$ cat config.mk
export PLATFORM = sky130hd
export DESIGN_NAME = aec_seq_regs
export DESIGN_NICKNAME = d
export VERILOG_FILES = /design/src/include/aec_seq_regs_pkg.sv /design/src/include/aec_status_if.sv /design/src/verilog/aec_seq_regs.sv /design/src/verilog/aec_status_hold.sv
export SDC_FILE = /design/constraint.sdc
export NUM_CORES = 1
export LEC_CHECK = 0
export ABC_AREA = 1
export ABC_CLOCK_PERIOD_IN_PS = 2000
export BUFFER_PORTS_ARGS = -buffer_cell sky130_fd_sc_hd__buf_2
export CORE_MARGIN = 1.5
export CORE_UTILIZATION = 54
export DETAILED_ROUTE_END_ITERATION = 8
export GPL_TIMING_DRIVEN = 0
export PLACE_DENSITY = 0.8
export SETUP_SLACK_MARGIN = 0.1
export SLEW_MARGIN = 40
export SYNTH_ARGS = -nofsm -noshare
export SYNTH_HDL_FRONTEND = slang
export SYNTH_SLANG_ARGS = --single-unit
$ cat constraint.sdc
create_clock -name i_clk -period 2 [get_ports i_clk]
set_clock_uncertainty 0.15 [all_clocks]
set_input_delay 0.3 -clock i_clk [delete_from_list [all_inputs] [get_ports i_clk]]
set_output_delay 0.3 -clock i_clk [all_outputs]
set_load 0.01 [all_outputs]
$ cat src/include/aec_seq_regs_pkg.sv
package aec_seq_regs_pkg;

    // ---------------------------------------------------------------
    // Register bus geometry
    // ---------------------------------------------------------------
    localparam int ADDR_W = 9;
    localparam int DATA_W = 16;

    // ---------------------------------------------------------------
    // Register offsets
    // ---------------------------------------------------------------
    localparam logic [8:0] SPARE_WORD_179_OFS = 9'h0b3;
    localparam logic [8:0] SPARE_WORD_180_OFS = 9'h0b4;
    localparam logic [8:0] SPARE_WORD_181_OFS = 9'h0b5;
    localparam logic [8:0] SAMPLED_COUNT_LOW_OFS = 9'h0b8;
    localparam logic [8:0] SAMPLED_COUNT_HIGH_OFS = 9'h0b9;
    localparam logic [8:0] MEAN_LEVEL_AND_LOCK_OFS = 9'h0ba;
    localparam logic [8:0] APPLIED_EXPOSURE_OFS = 9'h0bb;
    localparam logic [8:0] APPLIED_AMPLIFICATION_OFS = 9'h0bc;
    localparam logic [8:0] SPARE_WORD_189_OFS = 9'h0bd;
    localparam logic [8:0] SEQUENCER_SETUP_OFS = 9'h0c0;

    // ---------------------------------------------------------------
    // Values after reset
    // ---------------------------------------------------------------
    localparam logic [9:0] SPARE_WORD_179_RST = 10'h0aa;
    localparam logic [9:0] SPARE_WORD_180_RST = 10'h100;
    localparam logic [9:0] SPARE_WORD_181_RST = 10'h155;
    localparam logic [15:0] STATUS_RST = 16'h0000;
    localparam logic [15:0] SEQUENCER_SETUP_RST = 16'h0000;

    // ---------------------------------------------------------------
    // Field widths and positions
    // ---------------------------------------------------------------
    localparam int SPARE_W = 10;
    localparam int COUNT_W = 19;
    localparam int COUNT_LOW_W = 16;
    localparam int MEAN_W = 10;
    localparam int LOCK_POS = 12;
    localparam int AMP_STEP_W = 2;
    localparam int AMP_STEP_A_POS = 0;
    localparam int AMP_STEP_B_POS = 2;
    localparam int DIGITAL_W = 12;
    localparam int DIGITAL_POS = 4;
    localparam int SEQ_ENABLE_POS = 0;
    localparam int SEQ_ROLLING_POS = 1;
    localparam int SEQ_TRIGGERED_POS = 4;
    localparam int SEQ_FOLLOWER_POS = 5;

endpackage : aec_seq_regs_pkg

$ cat src/include/aec_status_if.sv
`timescale 1ns/1ps
interface aec_status_if;
    import aec_seq_regs_pkg::*;

    logic valid;
    logic [COUNT_W-1:0] count_in;
    logic [MEAN_W-1:0] mean_in;
    logic locked_in;
    logic [DATA_W-1:0] exposure_in;
    logic [DATA_W-1:0] amplification_in;
    logic [COUNT_W-1:0] count_held;
    logic [MEAN_W-1:0] mean_held;
    logic locked_held;
    logic [DATA_W-1:0] exposure_held;
    logic [DATA_W-1:0] amplification_held;

    modport regs (
        output valid, count_in, mean_in, locked_in, exposure_in,
        output amplification_in,
        input count_held, mean_held, locked_held, exposure_held,
        input amplification_held
    );

    modport holder (
        input valid, count_in, mean_in, locked_in, exposure_in,
        input amplification_in,
        output count_held, mean_held, locked_held, exposure_held,
        output amplification_held
    );

endinterface : aec_status_if

$ cat src/verilog/aec_seq_regs.sv
// Summary of operation
// - 19-bit sampled count split over two words
// - Mean level bits 9:0, lock flag bit 12
// - Applied exposure word and amplification fields
// - Bit0 runs sequencer, bit1 selects rolling shutter
// - Bits 4,5 trigger/follower, global shutter only
`timescale 1ns/1ps
module aec_seq_regs
    import aec_seq_regs_pkg::*;
(
    input wire logic i_clk,
    input wire logic i_rst,
    input wire logic i_ce,
    input wire logic [ADDR_W-1:0] i_addr,
    input wire logic i_wr_en,
    input wire logic [DATA_W-1:0] i_wr_data,
    input wire logic i_rd_en,
    output logic [DATA_W-1:0] o_rd_data,
    output logic o_rd_valid,
    input wire logic i_stat_valid,
    input wire logic [COUNT_W-1:0] i_stat_count,
    input wire logic [MEAN_W-1:0] i_stat_mean,
    input wire logic i_stat_locked,
    input wire logic [DATA_W-1:0] i_stat_exposure,
    input wire logic [AMP_STEP_W-1:0] i_analog_amp_step_a,
    input wire logic [AMP_STEP_W-1:0] i_analog_amp_step_b,
    input wire logic [DIGITAL_W-1:0] i_stat_digital_amp,
    output logic o_seq_enable,
    output logic o_rolling_shutter,
    output logic o_triggered_mode,
    output logic o_follower_mode
);

    // ---------------------------------------------------------------
    // Status capture
    // ---------------------------------------------------------------
    aec_status_if st ();

    assign st.valid = i_stat_valid;
    assign st.count_in = i_stat_count;
    assign st.mean_in = i_stat_mean;
    assign st.locked_in = i_stat_locked;
    assign st.exposure_in = i_stat_exposure;
    assign st.amplification_in = {i_stat_digital_amp, i_analog_amp_step_b,
                                  i_analog_amp_step_a};

    aec_status_hold u_hold (
        .i_clk (i_clk),
        .i_rst (i_rst),
        .i_ce (i_ce),
        .st (st.holder)
    );

    // ---------------------------------------------------------------
    // Status word assembly
    // ---------------------------------------------------------------
    logic [DATA_W-1:0] count_low_word;
    logic [DATA_W-1:0] count_high_word;
    logic [DATA_W-1:0] mean_lock_word;
    logic [DATA_W-1:0] exposure_word;
    logic [DATA_W-1:0] amp_word;

    always_comb begin
        count_low_word = st.count_held[COUNT_LOW_W-1:0];
        count_high_word = '0;
        count_high_word[COUNT_W-COUNT_LOW_W-1:0] =
            st.count_held[COUNT_W-1:COUNT_LOW_W];
        mean_lock_word = '0;
        mean_lock_word[MEAN_W-1:0] = st.mean_held;
        mean_lock_word[LOCK_POS] = st.locked_held;
        exposure_word = st.exposure_held;
        amp_word = '0;
        amp_word[AMP_STEP_A_POS +: AMP_STEP_W] =
            st.amplification_held[AMP_STEP_A_POS +: AMP_STEP_W];
        amp_word[AMP_STEP_B_POS +: AMP_STEP_W] =
            st.amplification_held[AMP_STEP_B_POS +: AMP_STEP_W];
        amp_word[DIGITAL_POS +: DIGITAL_W] =
            st.amplification_held[DIGITAL_POS +: DIGITAL_W];
    end

    // ---------------------------------------------------------------
    // Writable registers
    // ---------------------------------------------------------------
    logic [SPARE_W-1:0] spare179_q, spare179_d;
    logic [SPARE_W-1:0] spare180_q, spare180_d;
    logic [SPARE_W-1:0] spare181_q, spare181_d;
    logic seq_enable_q, seq_enable_d;
    logic rolling_q, rolling_d;
    logic triggered_q, triggered_d;
    logic follower_q, follower_d;

    always_comb begin
        spare179_d = spare179_q;
        spare180_d = spare180_q;
        spare181_d = spare181_q;
        seq_enable_d = seq_enable_q;
        rolling_d = rolling_q;
        triggered_d = triggered_q;
        follower_d = follower_q;
        if (i_wr_en) begin
            if (i_addr == SPARE_WORD_179_OFS) begin
                spare179_d = i_wr_data[SPARE_W-1:0];
            end else if (i_addr == SPARE_WORD_180_OFS) begin
                spare180_d = i_wr_data[SPARE_W-1:0];
            end else if (i_addr == SPARE_WORD_181_OFS) begin
                spare181_d = i_wr_data[SPARE_W-1:0];
            end else if (i_addr == SEQUENCER_SETUP_OFS) begin
                seq_enable_d = i_wr_data[SEQ_ENABLE_POS];
                rolling_d = i_wr_data[SEQ_ROLLING_POS];
                triggered_d = i_wr_data[SEQ_TRIGGERED_POS];
                follower_d = i_wr_data[SEQ_FOLLOWER_POS];
            end
            // Status words and spare_word_189 drop the write
        end
    end

    always_ff @(posedge i_clk) begin
        if (i_rst) begin
            spare179_q <= SPARE_WORD_179_RST;
            spare180_q <= SPARE_WORD_180_RST;
            spare181_q <= SPARE_WORD_181_RST;
            seq_enable_q <= SEQUENCER_SETUP_RST[SEQ_ENABLE_POS];
            rolling_q <= SEQUENCER_SETUP_RST[SEQ_ROLLING_POS];
            triggered_q <= SEQUENCER_SETUP_RST[SEQ_TRIGGERED_POS];
            follower_q <= SEQUENCER_SETUP_RST[SEQ_FOLLOWER_POS];
        end else if (i_ce) begin
            spare179_q <= spare179_d;
            spare180_q <= spare180_d;
            spare181_q <= spare181_d;
            seq_enable_q <= seq_enable_d;
            rolling_q <= rolling_d;
            triggered_q <= triggered_d;
            follower_q <= follower_d;
        end
    end

    // ---------------------------------------------------------------
    // Mode outputs
    // ---------------------------------------------------------------
    logic seq_enable_out_q, seq_enable_out_d;
    logic rolling_out_q, rolling_out_d;
    logic triggered_out_q, triggered_out_d;
    logic follower_out_q, follower_out_d;

    always_comb begin
        seq_enable_out_d = seq_enable_d;
        rolling_out_d = rolling_d;
        // Trigger and follower have no meaning in rolling shutter
        triggered_out_d = triggered_d & ~rolling_d;
        follower_out_d = follower_d & ~rolling_d;
    end

    always_ff @(posedge i_clk) begin
        if (i_rst) begin
            seq_enable_out_q <= 1'b0;
            rolling_out_q <= 1'b0;
            triggered_out_q <= 1'b0;
            follower_out_q <= 1'b0;
        end else if (i_ce) begin
            seq_enable_out_q <= seq_enable_out_d;
            rolling_out_q <= rolling_out_d;
            triggered_out_q <= triggered_out_d;
            follower_out_q <= follower_out_d;
        end
    end

    assign o_seq_enable = seq_enable_out_q;
    assign o_rolling_shutter = rolling_out_q;
    assign o_triggered_mode = triggered_out_q;
    assign o_follower_mode = follower_out_q;

    // ---------------------------------------------------------------
    // Read path
    // ---------------------------------------------------------------
    logic [DATA_W-1:0] rd_data_q, rd_data_d;
    logic rd_valid_q, rd_valid_d;
    logic [DATA_W-1:0] seq_word;

    always_comb begin
        seq_word = '0;
        seq_word[SEQ_ENABLE_POS] = seq_enable_q;
        seq_word[SEQ_ROLLING_POS] = rolling_q;
        seq_word[SEQ_TRIGGERED_POS] = triggered_q;
        seq_word[SEQ_FOLLOWER_POS] = follower_q;
    end

    always_comb begin
        rd_valid_d = i_rd_en;
        rd_data_d = rd_data_q;
        if (i_rd_en) begin
            // Reads are pure selects, nothing is cleared or advanced
            if (i_addr == SPARE_WORD_179_OFS) begin
                rd_data_d = {{(DATA_W-SPARE_W){1'b0}}, spare179_q};
            end else if (i_addr == SPARE_WORD_180_OFS) begin
                rd_data_d = {{(DATA_W-SPARE_W){1'b0}}, spare180_q};
            end else if (i_addr == SPARE_WORD_181_OFS) begin
                rd_data_d = {{(DATA_W-SPARE_W){1'b0}}, spare181_q};
            end else if (i_addr == SAMPLED_COUNT_LOW_OFS) begin
                rd_data_d = count_low_word;
            end else if (i_addr == SAMPLED_COUNT_HIGH_OFS) begin
                rd_data_d = count_high_word;
            end else if (i_addr == MEAN_LEVEL_AND_LOCK_OFS) begin
                rd_data_d = mean_lock_word;
            end else if (i_addr == APPLIED_EXPOSURE_OFS) begin
                rd_data_d = exposure_word;
            end else if (i_addr == APPLIED_AMPLIFICATION_OFS) begin
                rd_data_d = amp_word;
            end else if (i_addr == SEQUENCER_SETUP_OFS) begin
                rd_data_d = seq_word;
            end else begin
                // Unmapped addresses and spare_word_189 read as zero
                rd_data_d = '0;
            end
        end
    end

    always_ff @(posedge i_clk) begin
        if (i_rst) begin
            rd_data_q <= '0;
            rd_valid_q <= 1'b0;
        end else if (i_ce) begin
            rd_data_q <= rd_data_d;
            rd_valid_q <= rd_valid_d;
        end
    end

    assign o_rd_data = rd_data_q;
    assign o_rd_valid = rd_valid_q;

endmodule : aec_seq_regs

$ cat src/verilog/aec_status_hold.sv
`timescale 1ns/1ps
module aec_status_hold
    import aec_seq_regs_pkg::*;
(
    input wire logic i_clk,
    input wire logic i_rst,
    input wire logic i_ce,
    aec_status_if.holder st
);

    // ---------------------------------------------------------------
    // Latest loop results
    // ---------------------------------------------------------------
    logic [COUNT_W-1:0] count_q, count_d;
    logic [MEAN_W-1:0] mean_q, mean_d;
    logic locked_q, locked_d;
    logic [DATA_W-1:0] exposure_q, exposure_d;
    logic [DATA_W-1:0] amp_q, amp_d;

    always_comb begin
        count_d = count_q;
        mean_d = mean_q;
        locked_d = locked_q;
        exposure_d = exposure_q;
        amp_d = amp_q;
        if (st.valid) begin
            count_d = st.count_in;
            mean_d = st.mean_in;
            locked_d = st.locked_in;
            exposure_d = st.exposure_in;
            amp_d = st.amplification_in;
        end
    end

    always_ff @(posedge i_clk) begin
        if (i_rst) begin
            count_q <= '0;
            mean_q <= '0;
            locked_q <= 1'b0;
            exposure_q <= STATUS_RST;
            amp_q <= STATUS_RST;
        end else if (i_ce) begin
            count_q <= count_d;
            mean_q <= mean_d;
            locked_q <= locked_d;
            exposure_q <= exposure_d;
            amp_q <= amp_d;
        end
    end

    assign st.count_held = count_q;
    assign st.mean_held = mean_q;
    assign st.locked_held = locked_q;
    assign st.exposure_held = exposure_q;
    assign st.amplification_held = amp_q;

endmodule : aec_status_hold
## Word level (Yosys, flattened, before mapping)

Cells that the tools add are included.

| word-level totals | value |
|---|---|
| bits in writable memories | 0 |
| output and inout port bits | 21 |
| bits in latches | 0 |
| bits of input ports | 93 |
| flip-flop bits (word level) | 115 |
| memories kept | 0 |
| word-level logic and storage cells | 66 |
| memory bits (read-only) | 0 |

| cells by class | value |
|---|---|
| bitwise logic cells | 6 |
| div/mod/pow operators | 0 |
| multiplexer cells | 29 |
| eq/ne operators | 9 |
| multiply operators | 0 |
| shifts and indexed selects | 0 |
| add/sub/neg operators | 0 |
| magnitude comparators | 0 |
| reductions and logical operators | 6 |

Operators with widths:

| operator | number |
|---|---|
| $mux W16 | 8 |
| $eq A9 B8 Y1 const B | 9 |
| $mux W1 | 20 |
| $mux W6 | 1 |
| $reduce_and A6 Y1 | 1 |
| $reduce_and A5 Y1 | 1 |
| $not A1 Y1 | 4 |
| $reduce_and A2 Y1 | 2 |
| $reduce_and A4 Y1 | 1 |
| $reduce_and A3 Y1 | 1 |
| $and A1 B1 Y1 | 2 |

## Depth between registers and ports, before layout

| logic depth | value |
|---|---|
| depth after elaboration | 10 |
| gate-level depth with buffers | 14 |
| depth with buffers taken out | 13 |

## Hierarchy

From an unflattened synthesis, not the netlist that was laid out.

| second synthesis, totals | value |
|---|---|
| cell total of the unflattened synthesis | 854 |
| area, all modules | 5,624.1 µm² |

Modules (own cells, without submodules):

| module | area an instance (µm²) | sequential area each (µm²) | times used | cells each |
|---|---|---|---|---|
| aec_seq_regs | 3,098.0 | 1,061.0 | 1 | 461 |
| aec_status_hold | 2,526.2 | 1,241.2 | 1 | 393 |

## Worst setup path before layout

Ideal clock, no wire load.

| timing path | value |
|---|---|
| path type | in2reg |
| start | input port i_addr[6] |
| end | register rd_data_q[5], in the netlist o_rd_data[5] |
| data arrival time | 1.406 ns |
| data required time | 1.718 ns |
| setup time | 0.132 ns |
| path slack | 0.312 ns |
| path buffers | 1 |
| stages | 12 |
| cells stage by stage | inv_1 > nand2_1 > nor2_8 > buf_6 > nand4_1 > or2_2 > nand2_1 > nand2_1 > nand2_1 > nand2_1 > nand2_1 > a21oi_1 |

| on the way | value |
|---|---|
| longest elaborated chain between the ends | 10 |
| elaborated cells on any way between the ends | 18 |
| those cells by class | 9 x eq/ne; 9 x mux |

RTL lines:

| element | line | source |
|---|---|---|
| start: declaration | aec_seq_regs.sv:14 | `input wire logic [ADDR_W-1:0] i_addr,` |
| $eq A9 B8 Y1 | aec_seq_regs.sv:208 | `end else if (i_addr == SEQUENCER_SETUP_OFS) begin` |
| $mux W6 | aec_seq_regs.sv:208 |  |
| $mux W16 | aec_seq_regs.sv:206 | `end else if (i_addr == APPLIED_AMPLIFICATION_OFS) begin` |
| $mux W16 | aec_seq_regs.sv:204 | `end else if (i_addr == APPLIED_EXPOSURE_OFS) begin` |
| $mux W16 | aec_seq_regs.sv:202 | `end else if (i_addr == MEAN_LEVEL_AND_LOCK_OFS) begin` |
| $mux W16 | aec_seq_regs.sv:200 | `end else if (i_addr == SAMPLED_COUNT_HIGH_OFS) begin` |
| $mux W16 | aec_seq_regs.sv:198 | `end else if (i_addr == SAMPLED_COUNT_LOW_OFS) begin` |
| $mux W16 | aec_seq_regs.sv:196 | `end else if (i_addr == SPARE_WORD_181_OFS) begin` |
| $mux W16 | aec_seq_regs.sv:194 | `end else if (i_addr == SPARE_WORD_180_OFS) begin` |
| $mux W16 * | aec_seq_regs.sv:192 | `if (i_addr == SPARE_WORD_179_OFS) begin` |
| end signal: assignment | aec_seq_regs.sv:222 | `rd_data_q <= rd_data_d;` |
| end: declaration | aec_seq_regs.sv:175 | `logic [DATA_W-1:0] rd_data_q, rd_data_d;` |

Mark *: on every way between the ends. The rest lies on a longest branch, timed or not.
A chain may end at the register's enable or synchronous reset.

## Final worst setup path

| timing path | value |
|---|---|
| start | input port i_addr[6] |
| end | register spare180_q[8] |

| on the way | value |
|---|---|
| longest elaborated chain between the ends | 3 |
| elaborated cells on any way between the ends | 4 |
| those cells by class | 2 x eq/ne; 1 x bitwise; 1 x reduce/logical |

RTL lines:

| element | line | source |
|---|---|---|
| $eq A9 B8 Y1 | aec_seq_regs.sv:101 | `if (i_addr == SPARE_WORD_179_OFS) begin` |
| $not A1 Y1 (no line) | - |  |
| $reduce_and A4 Y1 (no line) * | - |  |
| end signal: assignment | aec_seq_regs.sv:128 | `spare180_q <= spare180_d;` |
| end: declaration | aec_seq_regs.sv:85 | `logic [SPARE_W-1:0] spare180_q, spare180_d;` |

Marks and branches as above.

==> impl_metrics.ini <==
[yosys]
synth-xor-area-share = 0
synthArstFlopShare = 0
synthMuxAreaShare = 0
syn-instance-count = 702
synth_top_family_by_area = simple AND/OR/NAND/NOR gates
yosys.area_share.simple = 0.302
ys_seq_area_frac = 0.447
synth_adder_area_share = 0
ys_warn_count = 0
synth_top_area_share = 0.447
yosys_register_bits = 115
synth_ff_type = dfxtp_1
synthesis.area_um2 = 5150
synth_nets = 795
synth.avg_cell_area_um2 = 7.33
yosys.area.top_type = dfxtp_1
ys_types = 34
synth_compound_area_frac = 0.173
netlist_top_cells_area = dfxtp_1 (45%), nor2_1 (11%), o21ai_0 (7.6%)
synth_edf_count = 0

[global_routing]
grt_pass1_wl_um = 26900
antenna_found_initial = 0
grt.total_usage = 0.349
grt_pass1_vias = 5595
overflow = 0
grt_max_degree = 17

[timing]
finalSetupViolCount = 0
rsz0062_at_grt = no
worst_slew_pin_slew_ns = 0.661
final.min_clock_period_ns = 1.68
hold_ws_ns = 0.00450
min_period_over_period = 0.840
hold_violations = 0
max-slew-margin-rel = 0.556
finalMaxSlewViolations = 0
setup_slack_ns = 0.320
max_freq_ghz = 0.595

[clocking]
clock_sinks = 115
insertion_delay_ns = 0.53
cts_root_buf = clkbuf_8
tritoncts = done
htreeDepth = 4
numCtsBuffers = 17
clock_path_buffers = 2
clk_pin_slew_worst_paths_ns = 0.06

[floorplan]
die_w_um = 101
start_util = 0.557
core_area_um2 = 9240
row_count = 35
die_h_um = 101
ios = 114
die_area_um2 = 10100

[setup_path]
path_cells = buf_2 > inv_1 > nand2_1 > nor2_8 > nand3_4 > nor2_4 > inv_2 > nor2_4 > buf_6 > nand2_1 > o211ai_1
max_stage_delay_ns = 0.28
critPathKind = in -> reg
worstPathRequired_ns = 2.29
cp_max_fo = 10
startpoint_type = input port
end_kind = flip-flop
worstPathArrival_ns = 1.97
cp_slowest_cell = nor2_4

[pwr]
peakVddDrop_mv = 0.697
finalPower_mw = 6.33
power_per_cell_area_nw_per_um2 = 879
leakagePower_nw = 3.13

[cells_and_area]
final_cells = 1040
layout-drive-gt1-share = 0.204
post-route-cell-area_um2 = 7210
areaGrowthSynthToFinish_pct = 40.0
antenna_cells = 0
final_nets = 991
layout_commonest_cell = nor2_1
layout_common_cells = nor2_1 (149), dfxtp_1 (115), buf_2 (109), nand2_1 (100), o21ai_0 (78)
fillers = 670

[drt]
ant_nets = 0
vias_per_cell = 5.60
initialDrtViolationCount = 521
drt_pass1_iterations = 6
drc_errors = 0
wl_per_cell_um = 16.7
vias = 5829
wl_um = 17300

[flow_run]
drv_cap = 0

[place]
placed_area_um2 = 5830
dpl.hpwl_um = 11000
post-place-ws_ns = -0.161
globalplace.congestion = 0.901
dp.cells = 935
port_buffers = 104

[run_status]
status = completed

[hold_path]
hp-class = in -> reg
-- sequential cells by signal (all words and copies together), names as in the netlist, 10 cells and up --
signal                        count
o_rd_data                        16
u_hold.st.exposure_held          16
u_hold.st.count_held             19
spare180_q                       10
u_hold.st.mean_held              10
spare179_q                       10
u_hold.st.amplification_held     16
spare181_q                       10
-- power breakdown --
group | total, mW | switching, mW | leakage (nW) | internal, mW
Clock | 3.34 | 1.12 | 0.311 | 2.22
Sequential | 2.43 | 0.0487 | 0.940 | 2.38
Combinational | 0.568 | 0.321 | 1.88 | 0.247
-- worst max-delay path, delay by kind of cell --
kind / cells / cell delay, ns
AO/OA/AOI/OAI: 1 / 0.09
buffers and inverters: 4 / 0.48
AND/OR/NAND/NOR: 6 / 1.08
-- area by class of cell --
class	count	area, um^2	share of cell area
flip-flops and latches	115	2300	0.320
well taps	129	161	0.0224
clock inverters	12	201	0.0280
repair buffers	177	1250	0.174
inverters	50	190	0.0264
clock buffers	20	445	0.0618
plain buffers	40	209	0.0290
multi-input cells	497	2440	0.339
-- logic make-up (layout without fill, tap and decap cells) --
logic type	after synthesis	in the layout
buf+inv	90	299
simple gates	335	335
compound gates	162	162
flops	115	115
-- synthesized netlist by cell type (2+ instances only) --
| master | number |
|---|---|
| nand2_1 | 100 |
| o21ai_0 | 78 |
| nor2_4 | 6 |
| nand4_1 | 27 |
| dfxtp_1 | 115 |
| nor3_4 | 2 |
| nor3_1 | 7 |
| nor2_2 | 4 |
| nand2_2 | 3 |
| o2111ai_1 | 4 |
| nand4_4 | 2 |
| buf_2 | 5 |
| clkbuf_1 | 26 |
| inv_1 | 39 |
| buf_4 | 4 |
| o21ai_1 | 10 |
| a21oi_2 | 6 |
| nand3_1 | 28 |
| buf_6 | 5 |
| a211oi_1 | 4 |
| o211ai_1 | 11 |
| nor2_1 | 149 |
| clkinv_1 | 3 |
| a21oi_1 | 47 |
| inv_2 | 7 |
| nand3_2 | 2 |
-- final timing paths --
path	startpoint	end	slack [ns]	depth (start not counted)
setup / recovery	i_addr[6]	spare180_q[8]	0.32	11
hold / removal	i_ce	o_rolling_shutter	0.004	3
setup reg to reg	u_hold.st.amplification_held[7]	o_rd_data[7]	0.53	6
hold reg to reg	spare181_q[5]	spare181_q[5]	0.31	2
-- per-layer routing --
layer	track usage	up-vias	wire [um]
li1	-	2736	-
met1	0.406	2694	6730
met2	0.598	337	8540
met3	0.0839	62	1480
met4	0.172	0	591
met5	0	-	0
-- through the flow --
stage,utilization,TNS [ns]
final,0.780,0
after global routing,0.780,0
after CTS,0.780,0
after detailed placement,0.631,-2.30
after global placement,0.631,-1.20
after floorplan,-,0
-- timing repair --
item,in CTS,in global routing
gates resized for setup,0,0
setup endpoints to repair,0,0
hold endpoints to repair,89,0
buffers inserted,0,0
hold buffers,73,0
(Power assumes the default switching activity.)
